$ cat src/design/dsmcb_pkg.sv
// Shared constants for the set-maximum and set-block-size command block.
// Assumes an APB register bus with 32-bit data and byte addresses.
package dsmcb_pkg;
    localparam int ADDR_W = 8;
    localparam logic [7:0] OFS_FEATURE = 8'h00;
    localparam logic [7:0] OFS_SECCNT = 8'h04;
    localparam logic [7:0] OFS_SECNUM = 8'h08;
    localparam logic [7:0] OFS_CYLLO = 8'h0c;
    localparam logic [7:0] OFS_CYLHI = 8'h10;
    localparam logic [7:0] OFS_DEVCTL = 8'h14;
    localparam logic [7:0] OFS_COMMAND = 8'h18;
    localparam logic [7:0] OFS_ERROR = 8'h1c;
    localparam logic [7:0] OFS_STATUS = 8'h20;
    localparam logic [7:0] OFS_MULT = 8'h24;
    localparam logic [7:0] OFS_MAXLO = 8'h28;
    localparam logic [7:0] OFS_MAXHI = 8'h2c;
    localparam logic [7:0] OFS_ISTS = 8'h30;
    localparam logic [7:0] OFS_IMASK = 8'h34;
    localparam logic [7:0] OFS_CONFIG = 8'h38;
    localparam logic [7:0] CMD_RDNATIVE = 8'h27;
    localparam logic [7:0] CMD_SETMAX = 8'h37;
    localparam logic [7:0] CMD_SETMULT = 8'hc6;
    localparam int HOB_BIT = 7;
    localparam int PERSIST_BIT = 0;
    localparam int OFSMODE_BIT = 0;
    localparam int ERR_ABT_BIT = 2;
    localparam int ST_ERR_BIT = 0;
    localparam int ST_RDY_BIT = 6;
    localparam int ST_BSY_BIT = 7;
    localparam int MULT_EN_BIT = 8;
    localparam int IRQ_W = 2;
    localparam int IRQ_DONE_BIT = 0;
    localparam int IRQ_ABORT_BIT = 1;
    localparam int BLK_W = 5;
    localparam logic [7:0] BLK_MAX = 8'h10;
    localparam logic [7:0] ERR_RESET = 8'h00;
    localparam logic [BLK_W-1:0] BLK_RESET = 5'h00;
    localparam logic [47:0] NATIVE_MAX_DEF = 48'h0000_0fff_ffff;
    typedef enum logic [0:0] {
        DSMCB_IDLE = 1'b0,
        DSMCB_EXEC = 1'b1
    } dsmcb_state_t;
endpackage

$ cat src/design/dsmcb_nvstore.sv
// Nonvolatile copy of the maximum address.
// Assumes the system reset does not reach it; only nv_clr_n erases it.
`timescale 1ns/1ps
module dsmcb_nvstore #(
    parameter int LBA_W = 48
) (
    input wire logic core_clk,
    input wire logic ce,
    input wire logic nv_clr_n,
    input wire logic wr,
    input wire logic [LBA_W-1:0] wdata,
    output logic nv_valid,
    output logic [LBA_W-1:0] nv_max
);
    if (LBA_W < 1) begin : g_chk
        $error("dsmcb_nvstore: LBA_W must be positive");
    end

    logic valid_reg;
    logic [LBA_W-1:0] max_reg;

    // Kept apart from the power-on reset so a persistent maximum survives it.
    always_ff @(posedge core_clk) begin
        if (!nv_clr_n) begin
            valid_reg <= 1'b0;
            max_reg <= '0;
        end else if (ce && wr) begin
            valid_reg <= 1'b1;
            max_reg <= wdata;
        end
    end

    assign nv_valid = valid_reg;
    assign nv_max = max_reg;
endmodule

$ cat src/design/dsmcb_top.sv
// Command block for the 48-bit set-maximum and set-block-size commands.
// Assumes an APB master on core_clk and a hard reset pin from outside.
`timescale 1ns/1ps
module dsmcb_top #(
    parameter logic [47:0] NATIVE_MAX = dsmcb_pkg::NATIVE_MAX_DEF
) (
    input wire logic core_clk,
    input wire logic nrst,
    input wire logic ce,
    input wire logic psel,
    input wire logic penable,
    input wire logic pwrite,
    input wire logic [dsmcb_pkg::ADDR_W-1:0] paddr,
    input wire logic [31:0] pwdata,
    output logic [31:0] prdata,
    output logic pready,
    output logic pslverr,
    output logic irq,
    input wire logic hard_rst_pin,
    input wire logic nv_clr_n,
    output logic mult_en,
    output logic [dsmcb_pkg::BLK_W-1:0] mult_blk,
    output logic [47:0] max_lba
);
    if (NATIVE_MAX == 48'h0000_0000_0000) begin : g_chk
        $error("dsmcb_top: NATIVE_MAX must be nonzero");
    end

    dsmcb_pkg::dsmcb_state_t state_reg;
    dsmcb_pkg::dsmcb_state_t state_next;
    logic [2:0][7:0] cur_reg;
    logic [2:0][7:0] prv_reg;
    logic [7:0] sc_cur_reg;
    logic [7:0] sc_prv_reg;
    logic [7:0] feat_reg;
    logic hob_reg;
    logic [7:0] cmd_reg;
    logic [7:0] err_reg;
    logic ofs_mode_reg;
    logic pre_reg;
    logic nv_used_reg;
    logic mult_en_reg;
    logic [dsmcb_pkg::BLK_W-1:0] mult_blk_reg;
    logic [47:0] max_reg;
    logic [dsmcb_pkg::IRQ_W-1:0] ists_reg;
    logic [dsmcb_pkg::IRQ_W-1:0] ists_next;
    logic [dsmcb_pkg::IRQ_W-1:0] imask_reg;
    logic irq_reg;
    logic [31:0] prdata_reg;
    logic pready_reg;
    logic pslverr_reg;
    logic hrst_s1_reg;
    logic hrst_s2_reg;
    logic nv_valid;
    logic [47:0] nv_max;

    // Bus decode. One wait state: pready rises in the second access cycle.
    wire acc = psel && penable;
    wire commit = acc && pready_reg;
    wire wr_go = commit && pwrite;
    wire rd_cap = acc && !pready_reg && !pwrite;
    wire busy = (state_reg == dsmcb_pkg::DSMCB_EXEC);
    wire tf_wr = wr_go && !busy;
    wire a_feat = (paddr == dsmcb_pkg::OFS_FEATURE);
    wire a_sc = (paddr == dsmcb_pkg::OFS_SECCNT);
    wire a_sn = (paddr == dsmcb_pkg::OFS_SECNUM);
    wire a_cl = (paddr == dsmcb_pkg::OFS_CYLLO);
    wire a_ch = (paddr == dsmcb_pkg::OFS_CYLHI);
    wire a_dc = (paddr == dsmcb_pkg::OFS_DEVCTL);
    wire a_cmd = (paddr == dsmcb_pkg::OFS_COMMAND);
    wire a_err = (paddr == dsmcb_pkg::OFS_ERROR);
    wire a_st = (paddr == dsmcb_pkg::OFS_STATUS);
    wire a_mult = (paddr == dsmcb_pkg::OFS_MULT);
    wire a_mlo = (paddr == dsmcb_pkg::OFS_MAXLO);
    wire a_mhi = (paddr == dsmcb_pkg::OFS_MAXHI);
    wire a_ists = (paddr == dsmcb_pkg::OFS_ISTS);
    wire a_imask = (paddr == dsmcb_pkg::OFS_IMASK);
    wire a_cfg = (paddr == dsmcb_pkg::OFS_CONFIG);
    // Unaligned or unknown offsets are unmapped and answer with pslverr.
    wire mapped = a_feat | a_sc | a_sn | a_cl | a_ch | a_dc | a_cmd |
        a_err | a_st | a_mult | a_mlo | a_mhi | a_ists | a_imask | a_cfg;
    wire [2:0] a_byte = {a_ch, a_cl, a_sn};

    // Command decode, evaluated in the execute cycle.
    wire is_rdnat = (cmd_reg == dsmcb_pkg::CMD_RDNATIVE);
    wire is_setmax = (cmd_reg == dsmcb_pkg::CMD_SETMAX);
    wire is_setmult = (cmd_reg == dsmcb_pkg::CMD_SETMULT);
    wire persist = sc_cur_reg[dsmcb_pkg::PERSIST_BIT];
    wire [47:0] req_lba = {prv_reg, cur_reg};
    wire bad_persist = persist &&
        (ofs_mode_reg || nv_used_reg);
    wire setmax_bad = !pre_reg || bad_persist ||
        (req_lba > NATIVE_MAX);
    wire [7:0] blk = sc_cur_reg;
    wire blk_ok = (blk == 8'h00) || ((blk <= dsmcb_pkg::BLK_MAX) &&
        ((blk & (blk - 8'h01)) == 8'h00));
    wire cmd_abort = is_setmax ? setmax_bad :
        is_setmult ? !blk_ok : !is_rdnat;
    wire exec = busy;
    wire max_ok = exec && is_setmax && !setmax_bad;
    wire nv_wr = max_ok && persist;
    wire ld_tf = exec && (is_rdnat || max_ok);
    wire [47:0] ld_val = is_rdnat ? NATIVE_MAX : req_lba;
    wire hard_rst = hrst_s2_reg;

    wire [dsmcb_pkg::IRQ_W-1:0] ev;
    assign ev[dsmcb_pkg::IRQ_DONE_BIT] = exec && !cmd_abort;
    assign ev[dsmcb_pkg::IRQ_ABORT_BIT] = exec && cmd_abort;
    wire [dsmcb_pkg::IRQ_W-1:0] w1c = (wr_go && a_ists) ?
        pwdata[dsmcb_pkg::IRQ_W-1:0] : '0;
    // A new event wins over a clear in the same cycle.
    assign ists_next = (ists_reg & ~w1c) | ev;

    always_comb begin
        state_next = state_reg;
        case (state_reg)
            dsmcb_pkg::DSMCB_IDLE: begin
                if (tf_wr && a_cmd) begin
                    state_next = dsmcb_pkg::DSMCB_EXEC;
                end
            end
            dsmcb_pkg::DSMCB_EXEC: begin
                state_next = dsmcb_pkg::DSMCB_IDLE;
            end
            default: begin
                state_next = dsmcb_pkg::DSMCB_IDLE;
            end
        endcase
    end

    // Read mux. HOB chooses the previous half of the address bytes.
    wire [7:0] rd_sc = hob_reg ? sc_prv_reg : sc_cur_reg;
    wire [7:0] rd_sn = hob_reg ? prv_reg[0] : cur_reg[0];
    wire [7:0] rd_cl = hob_reg ? prv_reg[1] : cur_reg[1];
    wire [7:0] rd_ch = hob_reg ? prv_reg[2] : cur_reg[2];
    wire [7:0] st_val = {busy, 1'b1, 5'h00,
        err_reg[dsmcb_pkg::ERR_ABT_BIT]};
    wire [31:0] rd_val =
        a_feat ? {24'h000000, feat_reg} :
        a_sc ? {24'h000000, rd_sc} :
        a_sn ? {24'h000000, rd_sn} :
        a_cl ? {24'h000000, rd_cl} :
        a_ch ? {24'h000000, rd_ch} :
        a_dc ? {24'h000000, hob_reg, 7'h00} :
        a_cmd ? {24'h000000, cmd_reg} :
        a_err ? {24'h000000, err_reg} :
        a_st ? {24'h000000, st_val} :
        a_mult ? {23'h000000, mult_en_reg, 3'h0, mult_blk_reg} :
        a_mlo ? max_reg[31:0] :
        a_mhi ? {16'h0000, max_reg[47:32]} :
        a_ists ? {30'h00000000, ists_reg} :
        a_imask ? {30'h00000000, imask_reg} :
        a_cfg ? {31'h00000000, ofs_mode_reg} :
        32'h00000000;

    // Read data is caught in the first access cycle so it stands with pready.
    always_ff @(posedge core_clk) begin
        if (!nrst) begin
            pready_reg <= 1'b0;
            pslverr_reg <= 1'b0;
            prdata_reg <= 32'h00000000;
        end else if (ce) begin
            pready_reg <= acc && !pready_reg;
            pslverr_reg <= acc && !pready_reg && !mapped;
            if (rd_cap) begin
                prdata_reg <= rd_val;
            end
        end
    end

    // The hard reset pin is asynchronous to core_clk.
    always_ff @(posedge core_clk) begin
        if (!nrst) begin
            hrst_s1_reg <= 1'b0;
            hrst_s2_reg <= 1'b0;
        end else if (ce) begin
            hrst_s1_reg <= hard_rst_pin;
            hrst_s2_reg <= hrst_s1_reg;
        end
    end

    // Address bytes: a host write pushes the old value into the previous half.
    for (genvar i = 0; i < 3; i++) begin : g_tf
        always_ff @(posedge core_clk) begin
            if (!nrst) begin
                cur_reg[i] <= 8'h00;
                prv_reg[i] <= 8'h00;
            end else if (ce) begin
                if (ld_tf) begin
                    cur_reg[i] <= ld_val[8*i +: 8];
                    prv_reg[i] <= ld_val[24 + 8*i +: 8];
                end else if (tf_wr && a_byte[i]) begin
                    prv_reg[i] <= cur_reg[i];
                    cur_reg[i] <= pwdata[7:0];
                end
            end
        end
    end

    always_ff @(posedge core_clk) begin
        if (!nrst) begin
            sc_cur_reg <= 8'h00;
            sc_prv_reg <= 8'h00;
            feat_reg <= 8'h00;
            hob_reg <= 1'b0;
            cmd_reg <= 8'h00;
            ofs_mode_reg <= 1'b0;
            imask_reg <= '0;
        end else if (ce) begin
            if (tf_wr && a_sc) begin
                sc_prv_reg <= sc_cur_reg;
                sc_cur_reg <= pwdata[7:0];
            end
            if (tf_wr && a_feat) begin
                feat_reg <= pwdata[7:0];
            end
            if (wr_go && a_dc) begin
                hob_reg <= pwdata[dsmcb_pkg::HOB_BIT];
            end
            if (tf_wr && a_cmd) begin
                cmd_reg <= pwdata[7:0];
            end
            if (wr_go && a_cfg) begin
                ofs_mode_reg <= pwdata[dsmcb_pkg::OFSMODE_BIT];
            end
            if (wr_go && a_imask) begin
                imask_reg <= pwdata[dsmcb_pkg::IRQ_W-1:0];
            end
        end
    end

    // Execution and its results. Every command clears the old error.
    always_ff @(posedge core_clk) begin
        if (!nrst) begin
            state_reg <= dsmcb_pkg::DSMCB_IDLE;
            err_reg <= dsmcb_pkg::ERR_RESET;
        end else if (ce) begin
            state_reg <= state_next;
            if (exec) begin
                err_reg <= dsmcb_pkg::ERR_RESET;
                err_reg[dsmcb_pkg::ERR_ABT_BIT] <= cmd_abort;
            end
        end
    end

    // A hard reset ends the read-native window, so a set-maximum that
    // follows it is refused until a fresh read-native.
    always_ff @(posedge core_clk) begin
        if (!nrst) begin
            pre_reg <= 1'b0;
        end else if (ce) begin
            if (exec) begin
                pre_reg <= is_rdnat;
            end else if (hard_rst) begin
                pre_reg <= 1'b0;
            end
        end
    end

    // Any set-multiple, good or bad, rewrites both fields, so an illegal
    // size can never leave an older size enabled.
    wire blk_take = exec && is_setmult;
    wire blk_on = blk_ok && (blk != 8'h00);
    always_ff @(posedge core_clk) begin
        if (!nrst) begin
            mult_en_reg <= 1'b0;
            mult_blk_reg <= dsmcb_pkg::BLK_RESET;
        end else if (ce && blk_take) begin
            if (blk_on) begin
                mult_en_reg <= 1'b1;
                mult_blk_reg <= blk[dsmcb_pkg::BLK_W-1:0];
            end else begin
                mult_en_reg <= 1'b0;
                mult_blk_reg <= dsmcb_pkg::BLK_RESET;
            end
        end
    end

    // The working maximum falls back to the persistent copy (NATIVE_MAX when none is valid) at power-on,
    // so a volatile setting is lost there.
    always_ff @(posedge core_clk) begin
        if (!nrst) begin
            max_reg <= nv_valid ? nv_max : NATIVE_MAX;
            nv_used_reg <= 1'b0;
        end else if (ce) begin
            if (max_ok) begin
                max_reg <= req_lba;
            end
            if (hard_rst) begin
                nv_used_reg <= 1'b0;
            end else if (nv_wr) begin
                nv_used_reg <= 1'b1;
            end
        end
    end

    // The line is taken from the next status so it rises with the bit.
    always_ff @(posedge core_clk) begin
        if (!nrst) begin
            ists_reg <= '0;
            irq_reg <= 1'b0;
        end else if (ce) begin
            ists_reg <= ists_next;
            irq_reg <= |(ists_next & imask_reg);
        end
    end

    dsmcb_nvstore #(
        .LBA_W(48)
    ) u_nv (
        .core_clk(core_clk),
        .ce(ce),
        .nv_clr_n(nv_clr_n),
        .wr(nv_wr && !ofs_mode_reg),
        .wdata(req_lba),
        .nv_valid(nv_valid),
        .nv_max(nv_max)
    );

    assign prdata = prdata_reg;
    assign pready = pready_reg;
    assign pslverr = pslverr_reg;
    assign irq = irq_reg;
    assign mult_en = mult_en_reg;
    assign mult_blk = mult_blk_reg;
    assign max_lba = max_reg;
endmodule

$ cat config.mk
export PLATFORM = sky130hd
export DESIGN_NAME = dsmcb_top
export DESIGN_NICKNAME = d
export VERILOG_FILES = /design/src/design/dsmcb_pkg.sv /design/src/design/dsmcb_nvstore.sv /design/src/design/dsmcb_top.sv
export SDC_FILE = /design/constraint.sdc
export NUM_CORES = 1
export LEC_CHECK = 0
export ABC_CLOCK_PERIOD_IN_PS = 3100
export BUFFER_PORTS_ARGS = -buffer_cell sky130_fd_sc_hd__buf_2
export CORE_MARGIN = 2
export CORE_UTILIZATION = 45
export DETAILED_ROUTE_END_ITERATION = 7
export GPL_ROUTABILITY_DRIVEN = 0
export SLEW_MARGIN = 30
export SYNTH_ARGS = -nofsm -noshare
export SYNTH_HDL_FRONTEND = slang
export SYNTH_SLANG_ARGS = --single-unit
$ cat constraint.sdc
create_clock -name core_clk -period 3.1 [get_ports core_clk]
set_input_delay 0.465 -clock core_clk [delete_from_list [all_inputs] [get_ports core_clk]]
set_output_delay 0.465 -clock core_clk [all_outputs]
set_load 0.02 [all_outputs]
# Word-level counts from Yosys, hierarchy flattened
# Cells that the tools add are included.
# totals
register_bits	230
output_inout_bits	89
inputBits	48
# op_classes
bitwise_logic	20
eq_ne	20
n_mux	47
n_reduce_logical	69
n_addsub	1
order_cmp	2
# op_table
operator	count
32-bit two-way mux	11
48-bit two-way mux	5
8-bit two-way mux	16
8-bit by 6-bit == test with 1-bit output, second input constant	9
48-bit by 28-bit > comparator with 1-bit output, second input constant	1
8-bit by 5-bit == test with 1-bit output, second input constant	4
1-bit logical AND	30
8-bit logical NOT	3
2-bit AND reduction	11
8-bit by 4-bit == test with 1-bit output, second input constant	2
16-bit two-way mux	1
1-bit OR	14
1-bit logical NOT	10
2-bit nonzero test	5
1-bit two-way mux	9
3-bit AND reduction	3
8-bit bitwise AND	1
8-bit by 3-bit == test with 1-bit output, second input constant	1
8-bit == test, second input constant	1
8-bit by 5-bit less-or-equal comparator with 1-bit output, second input constant	1
8-bit nonzero test	1
8-bit by 1-bit subtractor with 8-bit output, second input constant	1
2-bit two-way mux	3
1-bit logical OR	5
9 further kinds	11

# Longest topological paths before layout
# logic_depth
ltp_word	17
depth_mapped	9
ltp_nobuf	6

# Modules after synthesis
# A second synthesis with hierarchy kept.
# hier_totals
hier_cells	1106
hier_area_um2	10505.1
# by_module_without_submodules
mod	seq_area_each_um2	cells_per_inst	instances	area_each_um2
dsmcb_top	4103.9	885	1	8632.0
dsmcb_nvstore	980.9	221	1	1873.0

# Worst setup path before layout
# OpenSTA, ideal clock, no wires.
# synth_path
path_kind	register -> register
startpoint	register cmd_reg[5]
endpoint	register max_reg[0], in the netlist max_lba[0] (enable)
n_path_buf	0
stages_incl_launch_ff	6
setup_ns	0.407
slack_ns	0.617
arrival_time_ns	2.076
path_cell_list	dfxtp_1 nor4bb_1 nand4_1 nor2_1 nand2_1 nand2_1
# synth_between
elab_chain_len	5
# synth_rtl
element	line_no	text
start, declared	dsmcb_top.sv:37	logic [7:0] cmd_reg;
start signal, assigned	dsmcb_top.sv:221	cmd_reg <= pwdata[7:0];
8-bit by 6-bit == test with 1-bit output	dsmcb_top.sv:86	wire is_setmax = (cmd_reg == dsmcb_pkg::CMD_SETMAX);
1-bit logical AND (2 in series)	dsmcb_top.sv:100	wire max_ok = exec && is_setmax && !setmax_bad;
2-bit by 1-bit != test with 1-bit output (no source line)	-	
2-bit AND reduction (no source line)	-	
end signal, assigned	dsmcb_top.sv:283	max_reg <= nv_valid ? nv_max : NATIVE_MAX;
end signal, assigned	dsmcb_top.sv:287	max_reg <= req_lba;
end, declared	dsmcb_top.sv:44	logic [47:0] max_reg;
# Every way passes these cells.
# A chain may end at the register's enable or synchronous reset.

# Worst setup path in the final report
# layout_path
startpoint	register hob_reg
endpoint	register prdata_reg[2], in the netlist prdata[2]
# layout_between
elab_chain_len	6
elab_cells_between_ends	9
cone_classes	mux: 9
# layout_rtl
element	line_no	text
start, declared	dsmcb_top.sv:36	logic hob_reg;
start signal, assigned	dsmcb_top.sv:218	hob_reg <= pwdata[dsmcb_pkg::HOB_BIT];
8-bit two-way mux	dsmcb_top.sv:135	wire [7:0] rd_ch = hob_reg ? prv_reg[2] : cur_reg[2];
32-bit two-way mux	dsmcb_top.sv:143	a_ch ? {24'h000000, rd_ch} :
32-bit two-way mux	dsmcb_top.sv:142	a_cl ? {24'h000000, rd_cl} :
32-bit two-way mux	dsmcb_top.sv:141	a_sn ? {24'h000000, rd_sn} :
32-bit two-way mux *	dsmcb_top.sv:140	a_sc ? {24'h000000, rd_sc} :
32-bit two-way mux *	dsmcb_top.sv:139	a_feat ? {24'h000000, feat_reg} :
end signal, assigned	dsmcb_top.sv:166	prdata_reg <= rd_val;
end, declared	dsmcb_top.sv:49	logic [31:0] prdata_reg;
# Mark *: on every way between the ends. The rest lies on a longest branch, timed or not.

==> impl_metrics.xml <==
<?xml version="1.0" encoding="UTF-8"?>
<metrics>
  <group name="sta">
    <metric name="layout_min_cycle_time" unit="ns">2.34</metric>
    <metric name="timing.slew.headroom" unit="">0.429</metric>
    <metric name="fin_crit_sh" unit="">0.755</metric>
    <metric name="fin_worst_skew" unit="ns">0.0115</metric>
    <metric name="timing_limited_maximum_frequency" unit="MHz">427</metric>
    <metric name="timing.final.setup_violations" unit="">0</metric>
    <metric name="timing_hold_violations_final" unit="">0</metric>
    <metric name="tightestPinTransition" unit="ns">0.857</metric>
    <metric name="timing_max_transition_violations_final" unit="">0</metric>
    <metric name="fin_tns_setup" unit="ns">0</metric>
    <metric name="rsz0062_at_grt" unit="">no</metric>
    <metric name="hold_slack" unit="ns">0.180</metric>
  </group>
  <group name="synthesis">
    <metric name="synth_top_family_by_area" unit="">compound AO/OA/AOI/OAI gates</metric>
    <metric name="syn_avg_cell_area" unit="µm²">9.19</metric>
    <metric name="synth_area" unit="µm²">9970</metric>
    <metric name="syn-num-nets" unit="">1133</metric>
    <metric name="postSynth.topFlopCell" unit="">sky130_fd_sc_hd__dfxtp_1</metric>
    <metric name="postSynthCellCount" unit="">1085</metric>
    <metric name="yosysSeqAreaShare" unit="">0.510</metric>
    <metric name="yosys_register_bits" unit="">230</metric>
    <metric name="synth-adder-area-share" unit="">0</metric>
    <metric name="compound_gate_fraction_of_synth_area" unit="">0.187</metric>
    <metric name="post_synth_xor_area_fraction" unit="">0.000878</metric>
    <metric name="post_synthesis_share_of_cell_area_spent_on_and_or_nand_and_nor_gates" unit="">0.181</metric>
    <metric name="postSynth.asyncResetShare" unit="">0</metric>
    <metric name="synth_edf_count" unit="">48</metric>
    <metric name="post_synth_mux_area_share" unit="">0.0749</metric>
    <metric name="synth.yosys.warnings" unit="">0</metric>
    <metric name="netlist-cell-type-count" unit="">66</metric>
  </group>
  <group name="run_status">
    <metric name="status" unit="">finished, final reports clean</metric>
  </group>
  <group name="critical_path">
    <metric name="crit_fanout" unit="">13</metric>
    <metric name="required_time_at_the_endpoint_of_the_critical_path" unit="ns">3.49</metric>
    <metric name="critPathKind" unit="">reg -&gt; reg</metric>
    <metric name="crit_path_dat" unit="ns">2.73</metric>
    <metric name="critical_path.startpoint_type" unit="">flip-flop</metric>
    <metric name="end_kind" unit="">flip-flop</metric>
  </group>
  <group name="pwr">
    <metric name="total_leakage_power" unit="nW">4.28</metric>
    <metric name="power_per_cell_area" unit="nW/µm²">544</metric>
    <metric name="vdd_drop_max" unit="mV">0.379</metric>
  </group>
  <group name="routing">
    <metric name="vias_per_cell" unit="">5.81</metric>
    <metric name="drt_wl_total" unit="µm">30800</metric>
    <metric name="detailroute.via_count" unit="">8620</metric>
    <metric name="met1Wirelength" unit="µm">14400</metric>
    <metric name="drtIter0Drc" unit="">843</metric>
    <metric name="number_of_design_rule_violations_left_after_detail_routing" unit="">0</metric>
    <metric name="top_layer" unit="">met4</metric>
    <metric name="final_antenna_net_count" unit="">0</metric>
    <metric name="first_pass_iters" unit="">8</metric>
    <metric name="met3WireLength" unit="µm">2230</metric>
    <metric name="wirelength_per_cell" unit="µm">20.8</metric>
    <metric name="dr_wl_met2" unit="µm">13500</metric>
  </group>
  <group name="finish">
    <metric name="antenna_cells" unit="">0</metric>
    <metric name="utilization_after_layout" unit="">0.538</metric>
    <metric name="syn_to_final_growth" unit="%">17.4</metric>
    <metric name="final_net_count" unit="">1231</metric>
    <metric name="stdcell_count" unit="">1483</metric>
    <metric name="most-common-layout-cells" unit="">sky130_fd_sc_hd__dfxtp_1, sky130_fd_sc_hd__nand2_1, sky130_fd_sc_hd__nor2_1</metric>
    <metric name="mostFrequentLayoutCell" unit="">sky130_fd_sc_hd__dfxtp_1</metric>
    <metric name="layout-drive-gt1-share" unit="">0.177</metric>
  </group>
  <group name="placement">
    <metric name="place.detailed.instances" unit="">1435</metric>
    <metric name="place.port_buffers" unit="">112</metric>
    <metric name="detailed_place_hpwl" unit="µm">21200</metric>
  </group>
  <group name="clocking">
    <metric name="numCtsBuffers" unit="">26</metric>
    <metric name="root_buffer" unit="">sky130_fd_sc_hd__clkbuf_16</metric>
    <metric name="clock_insertion_delay_worst_skew" unit="ns">0.53</metric>
    <metric name="cts_tree" unit="">yes</metric>
    <metric name="clockBufferDepth" unit="">3</metric>
    <metric name="htreeDepth" unit="">1</metric>
    <metric name="cts_num_sinks" unit="">230</metric>
    <metric name="post-cts-setup-buffer-count" unit="">0</metric>
    <metric name="hold_buf_cts" unit="">0</metric>
    <metric name="worst_setup_hold_path_clk_slew" unit="ns">0.06</metric>
    <metric name="post_cts_resize_count" unit="">0</metric>
  </group>
  <group name="worst_hold_path">
    <metric name="min_path_type" unit="">in -&gt; reg</metric>
  </group>
  <group name="global_routing">
    <metric name="number_of_global_route_vias_before_repair" unit="">8000</metric>
    <metric name="wire_length_of_the_first_global_routing_pass" unit="µm">47700</metric>
    <metric name="grt_antenna_before_repair" unit="">0</metric>
    <metric name="globalRoute.totalOverflow" unit="">0</metric>
    <metric name="overall_routing_resource_usage" unit="">0.257</metric>
    <metric name="grt_start_max_net_pins" unit="">79</metric>
  </group>
  <group name="floorplanning">
    <metric name="die_x" unit="µm">153</metric>
    <metric name="boundaryPins" unit="">137</metric>
    <metric name="core.rowCount" unit="">54</metric>
    <metric name="start_util" unit="">0.458</metric>
    <metric name="core_area" unit="µm²">21800</metric>
    <metric name="die_area" unit="µm²">23400</metric>
    <metric name="die_h" unit="µm">153</metric>
  </group>
  <group name="run">
    <metric name="drv.max_cap_violation_count" unit="">0</metric>
  </group>
</metrics>
[area by class of cell]
cell class,count,area [µm²]
Clock buffer,40,743
Clock inverter,8,72.6
Fill cell,2063,10000
Inverter,34,129
Multi-Input combinational cell,737,4430
Sequential cell,230,5080
Tap cell,280,350
Timing Repair Buffer,154,903
[logic make-up (layout without fill, tap and decap cells)]
family | after synthesis | in the layout
flops | 230 | 230
mux | 70 | 70
buf+inv | 118 | 236
simple gates | 371 | 371
compound gates | 295 | 295
xor+xnor | 1 | 1
[worst paths after layout]
check	startpoint	end	slack, ns	cells past startpoint
max	hob_reg	prdata[2]	0.76	5
min	hard_rst_pin	hrst_s1_reg	0.18	3
max reg2reg	hob_reg	prdata[2]	0.76	5
min reg2reg	u_nv.nv_max[9]	u_nv.nv_max[9]	0.45	2
[per-layer routing]
| layer | up-vias | GRT usage |
|---|---|---|
| met3 | 56 | 0.0352 |
| met2 | 345 | 0.400 |
| met5 | - | 0 |
| met1 | 4122 | 0.382 |
| li1 | 4097 | - |
| met4 | 0 | 0.0613 |
[Yosys cell counts (3+ instances only)]
master / number / area (µm²)
sky130_fd_sc_hd__dfxtp_1: 182 / 3640
sky130_fd_sc_hd__nand2_1: 127 / 477
sky130_fd_sc_hd__nor2_1: 116 / 435
sky130_fd_sc_hd__a21oi_1: 88 / 440
sky130_fd_sc_hd__o21ai_0: 65 / 325
sky130_fd_sc_hd__mux2i_1: 60 / 601
sky130_fd_sc_hd__clkbuf_1: 58 / 218
sky130_fd_sc_hd__a22oi_1: 48 / 360
sky130_fd_sc_hd__edfxtp_1: 48 / 1440
sky130_fd_sc_hd__inv_1: 34 / 128
sky130_fd_sc_hd__nor3b_1: 31 / 233
sky130_fd_sc_hd__and3_1: 24 / 150
sky130_fd_sc_hd__a21boi_0: 23 / 173
sky130_fd_sc_hd__nand3_1: 15 / 75.1
sky130_fd_sc_hd__buf_2: 13 / 65.1
sky130_fd_sc_hd__nor3_1: 11 / 55.1
sky130_fd_sc_hd__buf_1: 10 / 37.5
sky130_fd_sc_hd__nand4_1: 9 / 56.3
sky130_fd_sc_hd__a222oi_1: 8 / 80.1
sky130_fd_sc_hd__nor4_1: 8 / 50.1
sky130_fd_sc_hd__o211ai_1: 8 / 60.1
sky130_fd_sc_hd__o22ai_1: 8 / 50.1
sky130_fd_sc_hd__a21boi_1: 7 / 52.6
sky130_fd_sc_hd__mux2_2: 7 / 78.8
sky130_fd_sc_hd__o21ai_1: 7 / 35.0
sky130_fd_sc_hd__a221oi_1: 5 / 43.8
sky130_fd_sc_hd__a211oi_1: 4 / 30.0
sky130_fd_sc_hd__nor2b_1: 4 / 25.0
sky130_fd_sc_hd__buf_4: 3 / 22.5
sky130_fd_sc_hd__mux4_2: 3 / 67.6
sky130_fd_sc_hd__nor4bb_1: 3 / 30.0
sky130_fd_sc_hd__o31ai_1: 3 / 22.5
[per-stage QoR]
step                setup WS (ns)  area [µm²]  power, mW
global placement            0.519       10900       3.50
detailed placement          0.494       10900       3.50
CTS                         0.767       11700       6.42
global route                0.601       11700       6.57
finish                      0.760       11700       6.37
floorplan                   0.617        9970       3.36
[worst max-delay path: stages (launching register included)]
cell and delay [ns]:
sky130_fd_sc_hd__dfxtp_1 0.80, sky130_fd_sc_hd__buf_4 0.30, sky130_fd_sc_hd__mux2i_1 0.38, sky130_fd_sc_hd__o22ai_1 0.15
sky130_fd_sc_hd__a211oi_1 0.42, sky130_fd_sc_hd__o31ai_1 0.14
[report_power, final]
| group | leakage (nW) | total [mW] | switching [mW] | internal (mW) |
|---|---|---|---|---|
| Clock | 0.398 | 2.93 | 1.20 | 1.73 |
| Sequential | 1.95 | 3.11 | 0.0227 | 3.09 |
| Combinational | 1.94 | 0.330 | 0.241 | 0.0892 |
Power figures use the tool's default switching activity.
